**config.mk**
```make
export PLATFORM = sky130hd
export DESIGN_NAME = dfc_channel_func
export DESIGN_NICKNAME = d
export VERILOG_FILES = /design/src/include/dfc_pkg.sv /design/src/dfc_channel_func.sv
export SDC_FILE = /design/constraint.sdc
export NUM_CORES = 1
export LEC_CHECK = 0
export BUFFER_PORTS_ARGS = -buffer_cell sky130_fd_sc_hd__buf_2
export CORE_MARGIN = 2
export CORE_UTILIZATION = 30
export DETAILED_ROUTE_END_ITERATION = 7
export GPL_TIMING_DRIVEN = 0
export PLACE_DENSITY_LB_ADDON = 0.15
export SYNTH_ARGS = -nofsm -noshare
export SYNTH_HDL_FRONTEND = slang
export SYNTH_SLANG_ARGS = --single-unit
```
**constraint.sdc**
```tcl
create_clock -name ref_clk -period 16.4 [get_ports ref_clk]
set_input_delay 1.64 -clock ref_clk [delete_from_list [all_inputs] [get_ports ref_clk]]
set_output_delay 1.64 -clock ref_clk [all_outputs]
set_load 0.01 [all_outputs]
```
**src/include/dfc_pkg.sv**
```systemverilog
// Shared constants and carriers for the channel function setup block
package dfc_pkg;
    localparam int CODE_W = 10;
    localparam int CNT_W = 21;
    localparam logic [7:0] FUNC_SETUP_ADDR = 8'h12;
    localparam logic [15:0] FUNC_SETUP_RST = 16'h0000;
    localparam logic [CODE_W-1:0] ZERO_CODE = 10'h000;
    localparam logic [CODE_W-1:0] MID_CODE = 10'h200;
    localparam logic [CODE_W-1:0] ONE_CODE = 10'h001;
    // 0.03125 of the code is a right shift by five
    localparam int LOG_SHIFT = 5;
    localparam int QUARTER_SHIFT = 2;
    localparam logic [CODE_W:0] THIRD_DIV = 11'h003;
    localparam logic [2:0] WAVE_TRI = 3'h0;
    localparam logic [2:0] WAVE_SAW = 3'h1;
    localparam logic [2:0] WAVE_INV = 3'h2;
    localparam logic [2:0] WAVE_SINE = 3'h4;
    localparam logic [2:0] WAVE_OFF = 3'h7;
    localparam logic [1:0] PH_0 = 2'h0;
    localparam logic [1:0] PH_120 = 2'h1;
    localparam logic [1:0] PH_240 = 2'h2;
    localparam logic [1:0] PH_90 = 2'h3;
    localparam logic [3:0] SLEW_NONE = 4'h0;
    localparam logic [5:0] LIN_INC [8] = '{6'h01, 6'h02, 6'h03, 6'h04,
                                           6'h06, 6'h08, 6'h10, 6'h20};
    localparam real CLK_NS = 5.0;
    localparam real LIN_US [16] = '{0.0, 4.0, 8.0, 12.0, 18.0, 27.04, 40.0, 60.72,
                                    91.12, 136.72, 276.0, 418.64, 732.56, 1282.0,
                                    2563.96, 5127.92};
    localparam real LOG_US [8] = '{4.0, 12.0, 27.04, 60.72, 136.72, 418.64,
                                   1282.0, 5127.92};

    typedef logic [CNT_W-1:0] dfc_cnt_t;
    typedef dfc_cnt_t dfc_lin_t [16];
    typedef dfc_cnt_t dfc_log_t [8];
    typedef enum logic [1:0] {MODE_IDLE, MODE_MARGIN, MODE_WAVE} dfc_mode_e;
    typedef struct packed {
        logic [1:0] phase;
        logic [2:0] wave;
        logic log_en;
        logic [2:0] hi;
        logic [3:0] lo;
    } dfc_gen_s;
    typedef struct packed {
        logic clr_sel;
        logic defer;
        logic group;
        dfc_gen_s gen;
    } dfc_cfg_s;
    typedef struct packed {
        logic wr;
        logic rd;
        logic [7:0] addr;
        logic [15:0] wdata;
    } dfc_reg_req_s;
    typedef struct packed {
        logic valid;
        logic bcast;
        logic [CODE_W-1:0] code;
    } dfc_code_wr_s;
    typedef struct packed {
        logic go;
        logic high;
    } dfc_margin_s;

    function automatic dfc_cnt_t us2cyc(input real us);
        real c;
        c = us * 1000.0 / CLK_NS;
        return (c < 1.0) ? dfc_cnt_t'(1) : dfc_cnt_t'($rtoi(c + 0.5));
    endfunction
    function automatic dfc_lin_t lin_tab();
        dfc_lin_t t;
        for (int i = 0; i < 16; i++) t[i] = us2cyc(LIN_US[i]);
        return t;
    endfunction
    function automatic dfc_log_t log_tab();
        dfc_log_t t;
        for (int i = 0; i < 8; i++) t[i] = us2cyc(LOG_US[i]);
        return t;
    endfunction
endpackage

```
**src/dfc_channel_func.sv**
```systemverilog
`timescale 1ns/1ps
// Channel function setup register with clear, update, margin ramp and waveform logic
// How it works
// [RQ1] Clear drives zero-scale when clear_level_select is 0, midscale when 1.
// [RQ2] Without deferral a written code reaches the output right after the write.
// [RQ3] With deferral the code waits for a load strobe falling edge or trigger.
// [RQ4] Broadcast code writes are taken only when group_write_accept is set.
// [RQ5] Phase field starts the waveform at 0, 120, 240 or 90 degrees.
// [RQ6] Waveform field: triangle, sawtooth, inverse sawtooth, sine, off; others invalid. Here sine runs the triangle path.
// [RQ7] Bit 7 picks linear or logarithmic ramp and reinterprets bits 6 to 0.
// [RQ8] Linear step size codes map to 1, 2, 3, 4, 6, 8, 16, 32 LSB.
// [RQ9] Linear interval 0000 makes margin moves jump; software avoids it for waveforms.
// [RQ10] Linear interval codes 0001 to 1111 space steps from 4 to 5127.92 us.
// [RQ11] Logarithmic ramp moves between the bounds in 3.125 percent steps.
// [RQ12] Upward logarithmic step grows the code by one thirty-second.
// [RQ13] Downward logarithmic step shrinks the code by one thirty-second.
// [RQ14] A zero lower bound starts the logarithmic ramp from code 1.
// [RQ15] Upward logarithmic ramp uses the upward interval, downward the downward one.
// [RQ16] Both logarithmic interval fields decode 4 to 5127.92 us identically.
// [RQ17] Intervals count the clock; rewriting setup or target restarts the count.
module dfc_channel_func
    import dfc_pkg::*;
#(
    parameter dfc_lin_t LIN_CYC = lin_tab(),
    parameter dfc_log_t LOG_CYC = log_tab()
) (
    // Clock and reset
    input wire logic ref_clk,
    input wire logic nrst,
    // Register access from the serial port decoder
    input wire dfc_reg_req_s reg_req,
    output logic [15:0] reg_rdata,
    // Channel code writes
    input wire dfc_code_wr_s code_wr,
    // Load, clear and margin controls
    input wire logic load_strobe_pin,
    input wire logic trig_load,
    input wire logic clear_req,
    input wire dfc_margin_s margin_req,
    input wire logic [CODE_W-1:0] lower_bound_code,
    input wire logic [CODE_W-1:0] upper_bound_code,
    // Channel output
    output logic [CODE_W-1:0] dac_code,
    output logic ramp_busy
);

    typedef struct packed {
        dfc_cfg_s cfg;
        dfc_mode_e mode;
        logic [CODE_W-1:0] code;
        logic [CODE_W-1:0] pend;
        logic pend_v;
        logic up;
        logic [CODE_W-1:0] target;
        dfc_cnt_t timer;
        logic [2:0] sync;
        logic lvl;
        logic [15:0] rdata;
        logic busy;
    } dfc_state_s;

    dfc_state_s s_ff;
    dfc_state_s nxt_s;
    logic cfg_wr;
    logic quiet;
    logic acc;
    logic ld;
    logic ld_go;
    logic mgo;
    logic tick;
    logic step;

    function automatic logic [CODE_W-1:0] sat_up(input logic [CODE_W-1:0] c,
                                                 input logic [CODE_W-1:0] a,
                                                 input logic [CODE_W-1:0] lim);
        logic [CODE_W:0] sum;
        sum = {1'b0, c} + {1'b0, a};
        return (sum >= {1'b0, lim}) ? lim : sum[CODE_W-1:0];
    endfunction

    function automatic logic [CODE_W-1:0] sat_dn(input logic [CODE_W-1:0] c,
                                                 input logic [CODE_W-1:0] a,
                                                 input logic [CODE_W-1:0] lim);
        return (c <= lim || (c - lim) <= a) ? lim : c - a;
    endfunction

    function automatic logic [CODE_W-1:0] log_amt(input logic [CODE_W-1:0] c);
        logic [CODE_W-1:0] q;
        q = c >> LOG_SHIFT; // [RQ12] [RQ13]
        // Small codes would stall at zero growth, so never step by less than one
        return (q == ZERO_CODE) ? ONE_CODE : q;
    endfunction

    function automatic logic [CODE_W-1:0] lin_amt(input logic [2:0] sel);
        return {4'h0, LIN_INC[sel]}; // [RQ8]
    endfunction

    function automatic dfc_cnt_t step_ival(input dfc_gen_s g, input logic up);
        if (!g.log_en) begin
            return LIN_CYC[g.lo]; // [RQ10]
        end
        return up ? LOG_CYC[g.hi] : LOG_CYC[g.lo[3:1]]; // [RQ15] [RQ16]
    endfunction

    function automatic logic wave_on(input dfc_gen_s g);
        // Invalid encodings and the zero interval leave the generator idle
        return !g.log_en && g.lo != SLEW_NONE &&
               (g.wave inside {WAVE_TRI, WAVE_SAW, WAVE_INV, WAVE_SINE}); // [RQ6] [RQ9]
    endfunction

    function automatic logic [CODE_W-1:0] phase_off(input logic [CODE_W-1:0] lo,
                                                    input logic [CODE_W-1:0] hi,
                                                    input logic [1:0] ph);
        logic [CODE_W:0] sp;
        logic [CODE_W:0] r;
        sp = (hi > lo) ? {1'b0, hi - lo} : {1'b0, ZERO_CODE};
        r = {1'b0, ZERO_CODE};
        unique case (ph)
            PH_0: r = {1'b0, ZERO_CODE};
            PH_120: r = sp / THIRD_DIV;
            PH_240: r = (sp << 1) / THIRD_DIV;
            PH_90: r = sp >> QUARTER_SHIFT;
        endcase
        return lo + r[CODE_W-1:0]; // [RQ5]
    endfunction

    assign cfg_wr = reg_req.wr && reg_req.addr == FUNC_SETUP_ADDR;
    assign quiet = !clear_req && !cfg_wr;
    assign acc = quiet && code_wr.valid && (!code_wr.bcast || s_ff.cfg.group); // [RQ4]
    // Falling edge only once the second and third stages agree on low
    assign ld = (s_ff.lvl && !s_ff.sync[1] && !s_ff.sync[2]) || trig_load; // [RQ3]
    assign ld_go = quiet && !acc && ld && s_ff.pend_v;
    assign mgo = quiet && !acc && !ld_go && margin_req.go;
    assign tick = (s_ff.timer == '0);
    assign step = quiet && !acc && !ld_go && !margin_req.go && tick;

    always_comb begin
        nxt_s = s_ff;
        nxt_s.sync = {s_ff.sync[1:0], load_strobe_pin};
        if (s_ff.sync[2] == s_ff.sync[1]) begin
            nxt_s.lvl = s_ff.sync[2];
        end
        if (reg_req.rd) begin
            nxt_s.rdata = (reg_req.addr == FUNC_SETUP_ADDR) ? s_ff.cfg : 16'h0000;
        end
        nxt_s.timer = tick ? step_ival(s_ff.cfg.gen, s_ff.up) - dfc_cnt_t'(1)
                           : s_ff.timer - dfc_cnt_t'(1); // [RQ17]
        if (clear_req) begin
            nxt_s.code = s_ff.cfg.clr_sel ? MID_CODE : ZERO_CODE; // [RQ1]
            nxt_s.mode = MODE_IDLE;
            nxt_s.pend_v = 1'b0;
        end else if (cfg_wr) begin
            nxt_s.cfg = reg_req.wdata;
            nxt_s.up = 1'b1;
            nxt_s.timer = step_ival(nxt_s.cfg.gen, 1'b1) - dfc_cnt_t'(1); // [RQ17]
            if (wave_on(nxt_s.cfg.gen)) begin
                nxt_s.mode = MODE_WAVE;
                nxt_s.code = phase_off(lower_bound_code, upper_bound_code,
                                       nxt_s.cfg.gen.phase); // [RQ5]
            end else begin
                nxt_s.mode = MODE_IDLE; // [RQ6]
            end
        end else if (acc) begin
            if (s_ff.cfg.defer) begin
                nxt_s.pend = code_wr.code; // [RQ3]
                nxt_s.pend_v = 1'b1;
            end else begin
                nxt_s.code = code_wr.code; // [RQ2]
                nxt_s.mode = MODE_IDLE;
                nxt_s.timer = step_ival(s_ff.cfg.gen, s_ff.up) - dfc_cnt_t'(1); // [RQ17]
            end
        end else if (ld_go) begin
            nxt_s.code = s_ff.pend; // [RQ3]
            nxt_s.pend_v = 1'b0;
            nxt_s.mode = MODE_IDLE;
        end else if (mgo) begin
            nxt_s.target = margin_req.high ? upper_bound_code : lower_bound_code;
            nxt_s.up = margin_req.high;
            nxt_s.timer = step_ival(s_ff.cfg.gen, margin_req.high) - dfc_cnt_t'(1);
            if (!s_ff.cfg.gen.log_en && s_ff.cfg.gen.lo == SLEW_NONE) begin
                nxt_s.code = nxt_s.target; // [RQ9]
                nxt_s.mode = MODE_IDLE;
            end else begin
                nxt_s.mode = MODE_MARGIN; // [RQ7]
                if (s_ff.cfg.gen.log_en && margin_req.high && s_ff.code == ZERO_CODE) begin
                    nxt_s.code = ONE_CODE; // [RQ14]
                end
            end
        end else if (step) begin
            unique case (s_ff.mode)
                MODE_IDLE: begin
                end
                MODE_MARGIN: begin
                    if (s_ff.cfg.gen.log_en) begin
                        nxt_s.code = s_ff.up
                            ? sat_up(s_ff.code, log_amt(s_ff.code), s_ff.target) // [RQ12]
                            : sat_dn(s_ff.code, log_amt(s_ff.code), s_ff.target); // [RQ13]
                    end else begin
                        nxt_s.code = s_ff.up
                            ? sat_up(s_ff.code, lin_amt(s_ff.cfg.gen.hi), s_ff.target)
                            : sat_dn(s_ff.code, lin_amt(s_ff.cfg.gen.hi), s_ff.target); // [RQ8]
                    end
                    if (nxt_s.code == s_ff.target) begin
                        nxt_s.mode = MODE_IDLE; // [RQ11]
                    end
                end
                MODE_WAVE: begin
                    // Sine follows the triangle path; no table in this channel
                    if (s_ff.cfg.gen.wave == WAVE_SAW) begin
                        nxt_s.code = (s_ff.code >= upper_bound_code) ? lower_bound_code
                            : sat_up(s_ff.code, lin_amt(s_ff.cfg.gen.hi), upper_bound_code);
                    end else if (s_ff.cfg.gen.wave == WAVE_INV) begin
                        nxt_s.code = (s_ff.code <= lower_bound_code) ? upper_bound_code
                            : sat_dn(s_ff.code, lin_amt(s_ff.cfg.gen.hi), lower_bound_code);
                    end else if (s_ff.up) begin
                        nxt_s.code = sat_up(s_ff.code, lin_amt(s_ff.cfg.gen.hi),
                                            upper_bound_code);
                        nxt_s.up = (nxt_s.code != upper_bound_code);
                    end else begin
                        nxt_s.code = sat_dn(s_ff.code, lin_amt(s_ff.cfg.gen.hi),
                                            lower_bound_code);
                        nxt_s.up = (nxt_s.code == lower_bound_code);
                    end
                end
            endcase
        end
        nxt_s.busy = (nxt_s.mode != MODE_IDLE);
    end

    always_ff @(posedge ref_clk or negedge nrst) begin
        if (!nrst) begin
            s_ff <= '0;
            s_ff.cfg <= FUNC_SETUP_RST;
        end else begin
            s_ff <= nxt_s;
        end
    end

    assign dac_code = s_ff.code;
    assign ramp_busy = s_ff.busy;
    assign reg_rdata = s_ff.rdata;

    clear_level_a: // [RQ1]
    assert property (@(posedge ref_clk) disable iff (!nrst)
        clear_req |=> dac_code == ($past(s_ff.cfg.clr_sel) ? MID_CODE : ZERO_CODE))
    else $error("clear level wrong");

    direct_update_a: // [RQ2]
    assert property (@(posedge ref_clk) disable iff (!nrst)
        acc && !s_ff.cfg.defer |=> dac_code == $past(code_wr.code) && !ramp_busy)
    else $error("immediate write not applied");

    deferred_hold_a: // [RQ3]
    assert property (@(posedge ref_clk) disable iff (!nrst)
        acc && s_ff.cfg.defer |=> dac_code == $past(dac_code) && s_ff.pend_v)
    else $error("deferred write reached output early");

    load_apply_a: // [RQ3]
    assert property (@(posedge ref_clk) disable iff (!nrst)
        ld_go |=> dac_code == $past(s_ff.pend) && !s_ff.pend_v)
    else $error("load did not apply held code");

    group_block_a: // [RQ4]
    assert property (@(posedge ref_clk) disable iff (!nrst)
        code_wr.valid && code_wr.bcast && !s_ff.cfg.group && quiet && !ld_go &&
        !margin_req.go && s_ff.mode == MODE_IDLE
        |=> dac_code == $past(dac_code) && s_ff.pend == $past(s_ff.pend) &&
            s_ff.pend_v == $past(s_ff.pend_v))
    else $error("broadcast taken while blocked");

    phase_zero_a: // [RQ5]
    assert property (@(posedge ref_clk) disable iff (!nrst)
        !clear_req && cfg_wr && wave_on(reg_req.wdata[12:0]) && reg_req.wdata[12:11] == PH_0
        |=> dac_code == $past(lower_bound_code) && ramp_busy)
    else $error("waveform did not start at lower bound");

    wave_off_a: // [RQ6]
    assert property (@(posedge ref_clk) disable iff (!nrst)
        s_ff.cfg.gen.wave == WAVE_OFF |-> s_ff.mode != MODE_WAVE)
    else $error("generator runs while disabled");

    jump_a: // [RQ9]
    assert property (@(posedge ref_clk) disable iff (!nrst)
        mgo && !s_ff.cfg.gen.log_en && s_ff.cfg.gen.lo == SLEW_NONE
        |=> dac_code == ($past(margin_req.high) ? $past(upper_bound_code)
                                         : $past(lower_bound_code)) && !ramp_busy)
    else $error("zero interval did not jump");

    lin_step_a: // [RQ8]
    assert property (@(posedge ref_clk) disable iff (!nrst)
        step && s_ff.mode == MODE_MARGIN && !s_ff.cfg.gen.log_en && s_ff.up &&
        ({1'b0, dac_code} + {1'b0, lin_amt(s_ff.cfg.gen.hi)} < {1'b0, s_ff.target})
        |=> dac_code - $past(dac_code) == $past(lin_amt(s_ff.cfg.gen.hi)))
    else $error("linear step size wrong");

    log_up_a: // [RQ12]
    assert property (@(posedge ref_clk) disable iff (!nrst)
        step && s_ff.mode == MODE_MARGIN && s_ff.cfg.gen.log_en && s_ff.up &&
        ({1'b0, dac_code} + {1'b0, log_amt(dac_code)} < {1'b0, s_ff.target})
        |=> dac_code - $past(dac_code) == $past(log_amt(dac_code)))
    else $error("upward log step wrong");

    log_down_a: // [RQ13]
    assert property (@(posedge ref_clk) disable iff (!nrst)
        step && s_ff.mode == MODE_MARGIN && s_ff.cfg.gen.log_en && !s_ff.up &&
        dac_code > s_ff.target && dac_code - s_ff.target > log_amt(dac_code)
        |=> $past(dac_code) - dac_code == $past(log_amt(dac_code)))
    else $error("downward log step wrong");

    log_start_a: // [RQ14]
    assert property (@(posedge ref_clk) disable iff (!nrst)
        mgo && s_ff.cfg.gen.log_en && margin_req.high && dac_code == ZERO_CODE
        |=> dac_code == ONE_CODE ##1 dac_code != ZERO_CODE)
    else $error("log ramp started from zero");

endmodule // dfc_channel_func

```
After elaboration in Yosys (flattened, before gate mapping)
Memories as Yosys holds them, arrays and structs flattened. Index checks and enable logic that the tools add are counted.

Flip-flop bits (word level): 92. Memory bits (read-only): 1224. Bits of input ports: 65. Output and inout bits: 27. Word-level logic and storage cells: 249. Memories: 6.

Add/subtract/negate cells: 13. Divide/modulo/power cells: 2. $lt $le $gt $ge: 15. Eq/ne operators: 24. Multiplexer cells: 108. Bitwise logic cells: 9. Reductions and logical operators: 53.

Memories: (no name shown) (depth 16, bits a word 21, read ports 1, clocked after memory_dff 0, wr ports 0, RTL line dfc_channel_func.sv:100) `return LIN_CYC[g.lo];`; (no name shown) (depth 16, bits a word 21, read ports 1, clocked after memory_dff 0, wr ports 0, RTL line dfc_channel_func.sv:100); (no name shown) (depth 8, bits a word 21, read ports 1, clocked after memory_dff 0, wr ports 0, RTL line dfc_channel_func.sv:102) `return up ? LOG_CYC[g.hi] : LOG_CYC[g.lo[3:1]];`; (no name shown) (depth 8, bits a word 21, read ports 1, clocked after memory_dff 0, wr ports 0, RTL line dfc_channel_func.sv:102); (no name shown) (depth 8, bits a word 21, read ports 1, clocked after memory_dff 0, wr ports 0, RTL line dfc_channel_func.sv:102); (no name shown) (depth 8, bits a word 6, read ports 1, clocked after memory_dff 0, wr ports 0, RTL line dfc_channel_func.sv:95) `return {4'h0, LIN_INC[sel]};`.

Operator list (count): two-way mux 21 bit (34); two-way mux 10 bit (29); subtractor 21 x 1 -> 21 bit (second input constant) (5); two-way mux 12 bit (7); case mux 10 bit (4 select lines) (1); greater-or-equal comparator 11 x 10 -> 1 bit (3); two-way mux 32 bit (1); two-way mux 31 bit (1); subtractor 10 bit (3); two-way mux 1 bit (25); divider 11 x 2 -> 11 bit (second input constant) (2); two-way mux 11 bit (2); zero test 21 bit (1); == test 10 bit (2); <= comparator 10 bit (2); <= comparator 10 x 6 -> 1 bit (2); zero test 10 bit (2); case mux 10 bit (2 select lines) (1); logical AND 1 bit (18); two-way mux 16 bit (1); greater-or-equal comparator 4 bit (second input constant) (3); two-way mux 6 bit (2); inverter 3 -> 4 bit (3); adder 10 x 10 -> 11 bit (1); other kinds (40) (73).

Longest topological paths before layout
Gate-level depths: netlist of run 1.

Depth after elaboration: 30. Depth in mapped cells: 42. Depth with buffers taken out: 39.

Worst setup path before layout of run 1
OpenSTA, ideal clock, no wires.

Path kind: input port to flip-flop. Start point: input upper_bound_code[0]. End point: register s_ff (netlist bit dac_code[8]). Library setup time: 0.065 ns. Arrival time: 8.320 ns. Data required time: 16.335 ns. Setup slack: 8.015 ns. Stages on the path: 40. Buffers on the path: 2. Cells stage by stage: inv_1 -> ha_1 -> inv_1 -> fa_1 -> a211oi_2 -> o211ai_1 -> a211oi_2 -> buf_2 -> o21ai_1 -> a2111o_1 -> a21o_1 -> o211ai_2 -> buf_6 -> o21ai_2 -> a31oi_2 -> a21oi_2 -> or2_1 -> ha_1 -> [4 not listed] -> a31oi_1 -> or4b_1 -> a41oi_1 -> ha_1 -> inv_1 -> fa_1 -> inv_1 -> a21oi_1 -> o21bai_1 -> a21o_1 -> a21o_1 -> a21o_1 -> a21oi_1 -> xor2_1 -> a21oi_1 -> nor2_1 -> a21oi_1 -> o21a_1.

Word-level cells in the longest chain between the ends: 12. Elaborated cells on any way between the ends: 25. Classes of those cells: 2 x add/sub; 2 x div; 3 x order compare; 18 x mux.

Ends and longest elaborated chain: start: declaration (RTL line dfc_channel_func.sv:41) `input wire logic [CODE_W-1:0] upper_bound_code,`; parallel branches: the longest is 10 deep, another holds divider 11 x 2 -> 11 bit; two-way mux 12 bit (*) (RTL line dfc_channel_func.sv:152) `end else if (cfg_wr) begin`; two-way mux 12 bit (*) (RTL line dfc_channel_func.sv:148) `if (clear_req) begin`; end signal: assignment (RTL line dfc_channel_func.sv:235) `s_ff <= nxt_s;`; end: declaration (RTL line dfc_channel_func.sv:62) `dfc_state_s s_ff;`.

Mark *: on every way between the ends. The select of a mux whose other input is x is not followed. A chain may end at the register's enable or synchronous reset.

Worst setup path in the final report of run 1
Start point: input lower_bound_code[1]. End point: register s_ff (netlist bit dac_code[8]).

Word-level cells in the longest chain between the ends: 14. Elaborated cells on any way between the ends: 27. Classes of those cells: 3 x add/sub; 2 x div; 3 x order compare; 18 x mux; 1 x reduce/logical.

Ends and longest elaborated chain: start: declaration (RTL line dfc_channel_func.sv:40) `input wire logic [CODE_W-1:0] lower_bound_code,`; parallel branches: the longest is 12 deep, another holds divider 11 x 2 -> 11 bit; two-way mux 12 bit (*) (RTL line dfc_channel_func.sv:152); two-way mux 12 bit (*) (RTL line dfc_channel_func.sv:148).

Marked as above.

==> metrics.log, run 1 <==
INFO  metric setup_violations = 0
INFO  metric timing.final.max_slew_violations = 0
INFO  metric route.vias.total = 16,300
INFO  metric synth_enable_flop_cells = 0
INFO  metric floorplan.io_pins = 92
INFO  metric grt.overflow.total = 0
INFO  metric yosys-top-cells-area = sky130_fd_sc_hd__dfrtp_1, sky130_fd_sc_hd__ha_1, sky130_fd_sc_hd__a21oi_1
INFO  metric fmaxAchievable = 105 MHz
INFO  metric report.power.total = 1.31 mW
INFO  metric final.period_utilization = 0.578
INFO  metric post_drt_wl_per_cell = 23.5 µm
INFO  metric grt_start_max_net_pins = 61
INFO  metric synthesis.area = 0.0150 mm²
INFO  metric setup_skew = 0.0176 ns
INFO  metric cts_tree = done
INFO  metric grt_antenna_before_repair = 1
INFO  metric worst_slack = 6.92 ns
INFO  metric htreeDepth = 3
INFO  metric max-slew-margin-rel = 0.207
INFO  metric rows = 81
INFO  metric ys_dominant_reg_cell = sky130_fd_sc_hd__dfrtp_1
INFO  metric antenna-diode-count = 0
INFO  metric synthTopCellsByCount = sky130_fd_sc_hd__nand2_1, sky130_fd_sc_hd__nor2_1, sky130_fd_sc_hd__a21oi_1
INFO  metric startpoint_type = primary input
INFO  metric port_buffers = 86
INFO  metric finalHoldViolCount = 0
INFO  metric share_seq_of_total_power = 0.215
INFO  metric worstHoldPathType = reg -> reg
INFO  metric max-cap-violations = 0
INFO  metric path_common_cell = sky130_fd_sc_hd__a21oi_1
INFO  metric cts-root-to-sink-buffers = 2
INFO  metric holdPathStages = 0
INFO  metric synth.yosys.warnings = 0
INFO  metric cts_repair_resizes = 0
INFO  metric power.clock.fraction = 0.177
INFO  metric timing.final.crit_period = 9.48 ns
INFO  metric critPathMaxFanout = 10
INFO  metric die_height = 227 µm
INFO  metric place_hpwl = 52,800 µm
INFO  metric rrSetupSlack = 8.60 ns
INFO  metric netlist-cell-type-count = 104
INFO  metric clock-sinks = 92
INFO  metric critical_path_required = 16.66 ns
INFO  metric netlist_instances = 2,046
INFO  metric final_layout_size_suffix_gt1_frac = 0.0949
INFO  metric number_of_iterations_in_the_first_detailed_routing_pass = 6
INFO  metric static-leakage-power = 7.24 nW
INFO  metric regToRegStartpoint = s_ff[82]
INFO  metric clock_insertion_delay_worst_skew = 0.37 ns
INFO  metric gp_routability_congestion = 0.952
INFO  metric timing.critical_path.slowest_stage_cell = sky130_fd_sc_hd__fa_1
INFO  metric postSynth.asyncResetShare = 1.00
INFO  metric area_growth_syn_to_layout = 10.8%
INFO  metric seq_cells_post_synth = 92
INFO  metric critical_path_arrival = 9.74 ns
INFO  metric dp_worst_setup_slack = 6.55 ns
INFO  metric cts_hold_buffers = 0
INFO  metric fp.coreArea = 0.0491 mm²
INFO  metric hold_end = nxt_s[20]
INFO  metric synth.yosys.seq_area_share = 0.154
INFO  metric min-delay-start = nxt_s[19]
INFO  metric post-cts-setup-buffers = 0
INFO  metric yosys.area.top_type = sky130_fd_sc_hd__dfrtp_1
INFO  metric cellInternalPower = 0.672 mW
INFO  metric cp-end-kind = flip-flop
INFO  metric drt-initial-drc-count = 1,493
INFO  metric drt-vias-per-instance = 5.78
INFO  metric root_buffer = sky130_fd_sc_hd__clkbuf_16
INFO  metric globalRouteTotalUtil = 0.251
INFO  metric design.die.area = 0.0516 mm²
INFO  metric combinationalPowerShare = 0.607
INFO  metric maximum_resistive_drop_on_vdd = 0.0000541 V
INFO  metric sw_frac_of_total = 0.489
INFO  metric synthDominantCellAreaShare = 0.154
INFO  metric cpPeakStageDelay = 0.56 ns
INFO  metric synthesis.nets = 2,265
INFO  metric fill_cells = 5,355
INFO  metric nNetsFinal = 2,363
INFO  metric drc = 0
INFO  metric power.density_cell_area = 79.3 mW/mm²
INFO  metric synthesis.area_per_instance = 7.31 µm²
INFO  metric r2r_cells = 22
INFO  metric unrepaired_setup_endpoints_after_global_routing = false
INFO  metric power.net_switching = 0.642 mW
INFO  metric ant_nets = 0
INFO  metric cts_buffers = 9
INFO  metric first_pass_grt_wire_length = 97,900 µm
INFO  metric setup_tns = 0 ns
INFO  metric worstReg2RegEnd = dac_code[3]
INFO  metric max_slew.worst_pin.slew = 1.19 ns
INFO  metric hold_slack = 0.353 ns
INFO  metric synthMostInstantiatedCell = sky130_fd_sc_hd__nand2_1
INFO  metric status = finished clean
INFO  metric setup.worst_path.class = in -> reg
INFO  metric via_count_of_the_first_global_routing_pass = 15,300
INFO  metric cts.clk_slew.worst_paths = 0.08 ns
INFO  metric routed_wirelength = 66,000 µm
INFO  metric starting_density_of_the_core = 0.305
INFO  metric die_width = 227 µm
-- sequential cells by signal (all words and copies together), names as in the netlist --
signal / cells
s_ff: 63
reg_rdata: 16
dac_code: 10
nxt_s: 2
ramp_busy: 1
-- layout make-up --
| class | instances | area, µm² | area share |
|---|---|---|---|
| multi-input cells | 1703 | 11600 | 0.700 |
| flip-flops and latches | 92 | 2300 | 0.139 |
| well taps | 664 | 831 | 0.0502 |
| plain buffers | 130 | 607 | 0.0366 |
| repair buffers | 87 | 460 | 0.0278 |
| inverters | 121 | 454 | 0.0274 |
| clock buffers | 10 | 239 | 0.0144 |
| clock inverters | 6 | 78.8 | 0.00476 |
-- routing by layer --
layer / routed length (µm) / part of all wire / GRT usage
met5: 0 / 0 / 0
met4: 2720 / 0.041 / 0.0966
met3: 4000 / 0.061 / 0.0222
met2: 28500 / 0.43 / 0.394
met1: 30700 / 0.47 / 0.357
-- through the flow --
| step | utilization | instance area (µm²) | instances |
|---|---|---|---|
| detailed placement | 0.331 | 16200 | 2797 |
| global placement | 0.331 | 16200 | 2796 |
| CTS | 0.338 | 16600 | 2813 |
| finish | 0.338 | 16600 | 2813 |
| global route | 0.338 | 16600 | 2813 |
| floorplan | - | 15000 | 2046 |
-- critical path, delay by kind of cell --
kind,cells,cell delay (ns)
compound gates,21,3.52
xor+xnor,1,0.22
fa+ha+maj,4,1.40
buf+inv,7,1.08
mux,1,0.35
simple gates,5,1.50
-- power groups by stage --
| stage | logic (mW) | registers [mW] | clock network, mW |
|---|---|---|---|
| 3_3_place_gp | 0.774 | 0.286 | 0 |
| 2_1_floorplan | 0.551 | 0.273 | 0 |
| 3_5_place_dp | 0.777 | 0.286 | 0 |
| 6_report | 0.798 | 0.283 | 0.233 |
| 5_1_grt | 0.866 | 0.286 | 0.244 |
| 4_1_cts | 0.782 | 0.282 | 0.236 |
-- worst max-delay path by stage --
| stage | startpoint | to | depth (start not counted) |
|---|---|---|---|
| floorplan | upper_bound_code[0] | dac_code[8] | 40 |
| global placement | lower_bound_code[1] | dac_code[8] | 39 |
| detailed placement | lower_bound_code[1] | dac_code[8] | 39 |
| CTS | lower_bound_code[1] | dac_code[8] | 39 |
| global route | lower_bound_code[1] | dac_code[8] | 39 |
| finish | lower_bound_code[1] | dac_code[8] | 39 |
-- placed cells by master (no fill, tap or decap), types with 14 or more instances in the layout --
master                     netlist  layout
sky130_fd_sc_hd__nand2_1       204     204
sky130_fd_sc_hd__nor2_1        176     176
sky130_fd_sc_hd__a21oi_1       163     163
sky130_fd_sc_hd__o21ai_0       152     152
sky130_fd_sc_hd__ha_1          146     146
sky130_fd_sc_hd__inv_1         115     115
sky130_fd_sc_hd__dfrtp_1        92      92
sky130_fd_sc_hd__clkbuf_1       88      88
sky130_fd_sc_hd__buf_2           2      87
sky130_fd_sc_hd__xnor2_1        83      83
sky130_fd_sc_hd__nand3_1        58      58
sky130_fd_sc_hd__mux2i_1        51      51
sky130_fd_sc_hd__a21o_1         46      46
sky130_fd_sc_hd__nor3_1         44      44
sky130_fd_sc_hd__o22ai_1        44      44
sky130_fd_sc_hd__nand2b_1       34      34
sky130_fd_sc_hd__xor2_1         31      31
sky130_fd_sc_hd__buf_4          27      28
sky130_fd_sc_hd__a31oi_1        28      28
sky130_fd_sc_hd__a211oi_1       27      27
sky130_fd_sc_hd__o211ai_1       25      25
sky130_fd_sc_hd__mux2_2         24      24
sky130_fd_sc_hd__nor2b_1        21      21
sky130_fd_sc_hd__and3_1         17      17
sky130_fd_sc_hd__nor4_1         17      17
sky130_fd_sc_hd__o31ai_1        16      16
sky130_fd_sc_hd__o21bai_1       14      14
sky130_fd_sc_hd__and2_1         14      14
sky130_fd_sc_hd__or3_1          14      14
-- cell families after synthesis --
group | Yosys count | share of synthesized area
flip-flops | 92 | 0.154
adder cells (fa/ha/maj) | 158 | 0.136
XOR/XNOR | 115 | 0.0679
AO/OA/AOI/OAI | 689 | 0.306
multiplexers | 76 | 0.0537
buffers and inverters | 251 | 0.0709
AND/OR/NAND/NOR | 665 | 0.212
No activity file was read; power rests on OpenSTA's default activity.
==> run 2, diff against run 1 <==
- clock period: 16.4 -> 9.2 ns (I/O delays scaled with it)
==> metrics.log, run 2 (same netlist as run 1, synthesis figures left out) <==
INFO  metric status = finished clean
INFO  metric number_of_iterations_in_the_first_detailed_routing_pass = 6
INFO  metric drc = 0
INFO  metric rows = 81
INFO  metric cp-end-kind = flip-flop
INFO  metric htreeDepth = 3
INFO  metric grt.overflow.total = 0
INFO  metric power.clock.fraction = 0.177
INFO  metric route.vias.total = 16,300
INFO  metric nNetsFinal = 2,365
INFO  metric max_slew.worst_pin.slew = 1.15 ns
INFO  metric drt-vias-per-instance = 5.78
INFO  metric gp_routability_congestion = 0.952
INFO  metric final_layout_size_suffix_gt1_frac = 0.0972
INFO  metric via_count_of_the_first_global_routing_pass = 15,300
INFO  metric place_hpwl = 52,800 µm
INFO  metric worst_slack = 0.471 ns
INFO  metric max-cap-violations = 0
INFO  metric place.detailed.instances = 2,797
INFO  metric power.density_cell_area = 141 mW/mm²
INFO  metric fmaxAchievable = 115 MHz
INFO  metric largest-register = s_ff
INFO  metric die_width = 227 µm
INFO  metric largest_register_ffs = 63
INFO  metric cts_tree = done
INFO  metric combinationalPowerShare = 0.608
INFO  metric cellInternalPower = 1.20 mW
INFO  metric critical_path_required = 9.46 ns
INFO  metric setup_tns = 0 ns
INFO  metric port_buffers = 86
INFO  metric sw_frac_of_total = 0.488
INFO  metric timing.final.crit_period = 8.73 ns
INFO  metric final.period_utilization = 0.949
INFO  metric finalHoldViolCount = 0
INFO  metric grt_antenna_before_repair = 1
INFO  metric starting_density_of_the_core = 0.305
INFO  metric setup_violations = 0
INFO  metric cts-root-to-sink-buffers = 2
INFO  metric timing.final.max_slew_violations = 0
INFO  metric clock-sinks = 92
INFO  metric mostFrequentLayoutCell = sky130_fd_sc_hd__nand2_1
INFO  metric root_buffer = sky130_fd_sc_hd__clkbuf_16
INFO  metric floorplan.io_pins = 92
INFO  metric worst_path_dominant_cell_family = compound AO/OA/AOI/OAI gates
INFO  metric final_cell_mix = sky130_fd_sc_hd__nand2_1, sky130_fd_sc_hd__nor2_1, sky130_fd_sc_hd__a21oi_1, sky130_fd_sc_hd__o21ai_0, sky130_fd_sc_hd__ha_1
INFO  metric first_pass_grt_wire_length = 97,900 µm
INFO  metric cts_buffers = 9
INFO  metric finalNonFillerCells = 2,815
INFO  metric critical_path_arrival = 8.99 ns
INFO  metric ant_nets = 0
INFO  metric power.net_switching = 1.14 mW
INFO  metric drt-initial-drc-count = 1,570
INFO  metric globalRouteTotalUtil = 0.251
INFO  metric path_common_cell = sky130_fd_sc_hd__a21oi_1
INFO  metric cpPeakStageDelay = 0.55 ns
INFO  metric cp_buf_inv_count = 7
INFO  metric fp.coreArea = 0.0491 mm²
INFO  metric static-leakage-power = 7.25 nW
INFO  metric maximum_resistive_drop_on_vdd = 0.0000960 V
INFO  metric dp_worst_setup_slack = 0.0656 ns
INFO  metric cts_hold_buffers = 0
INFO  metric share_seq_of_total_power = 0.215
INFO  metric routed_wirelength = 66,100 µm
INFO  metric design.die.area = 0.0516 mm²
INFO  metric max-slew-margin-rel = 0.227
INFO  metric setup_skew = 0.0166 ns
INFO  metric die_height = 227 µm
INFO  metric timing.critical_path.slowest_stage_cell = sky130_fd_sc_hd__fa_1
INFO  metric worstHoldPathType = reg -> reg
INFO  metric critPathMaxFanout = 10
INFO  metric post_drt_wl_per_cell = 23.5 µm
INFO  metric antenna-diode-count = 0
INFO  metric grt_start_max_net_pins = 61
INFO  metric cts.clk_slew.worst_paths = 0.08 ns
INFO  metric clock_insertion_delay_worst_skew = 0.36 ns
INFO  metric area_growth_syn_to_layout = 11.1%
INFO  metric startpoint_type = primary input
INFO  metric setup.worst_path.class = in -> reg
[run 2: power groups by stage]
stage	registers, mW	logic (mW)	clock network, mW
after floorplan	0.486	0.982	0
after global placement	0.510	1.38	0
after detailed placement	0.510	1.39	0
after CTS	0.503	1.39	0.420
after global routing	0.510	1.55	0.434
final	0.504	1.42	0.415
[run 2: path summary, 6_finish.rpt]
check,depth (start not counted),start,slack [ns],endpoint
worst max-delay path,39,lower_bound_code[1],0.47,dac_code[8]
worst min-delay path,0,nxt_s[19],0.35,nxt_s[20]
worst max register to register,22,s_ff[82],1.38,dac_code[3]
worst min register to register,0,nxt_s[19],0.35,nxt_s[20]
max in group asynchronous,2,nrst,7.98,s_ff[85]
min in group asynchronous,1,nrst,0.52,s_ff[83]
[run 2: layout make-up]
class | count | area (µm²)
fill | 5354 | 32400
multi-input combinational | 1703 | 11600
clock buffer | 10 | 239
timing repair buffer | 89 | 478
buffer | 130 | 609
inverter | 121 | 458
sequential | 92 | 2300
tap | 664 | 831
clock inverter | 6 | 78.8
[run 2: metal layers]
metal	up-vias	part of all wire	track usage
li1	7683	-	-
met3	113	0.061	0.0222
met1	7813	0.47	0.357
met2	673	0.43	0.394
met5	-	0	0
met4	0	0.039	0.0966
[run 2: what timing repair did]
item | CTS | global route
buffers inserted | 0 | 2
gates resized for setup | 0 | 8
endpoints found under the setup margin | 0 | 3
[run 2: metrics by stage]
| step | power (mW) | hold slack, ns | instance area [µm²] | util |
|---|---|---|---|---|
| floorplan | 1.47 | 0.331 | 15000 | - |
| global placement | 1.89 | 0.336 | 16200 | 0.331 |
| detailed placement | 1.89 | 0.338 | 16200 | 0.331 |
| CTS | 2.32 | 0.355 | 16600 | 0.338 |
| global route | 2.49 | 0.357 | 16600 | 0.339 |
| finish | 2.34 | 0.353 | 16600 | 0.339 |
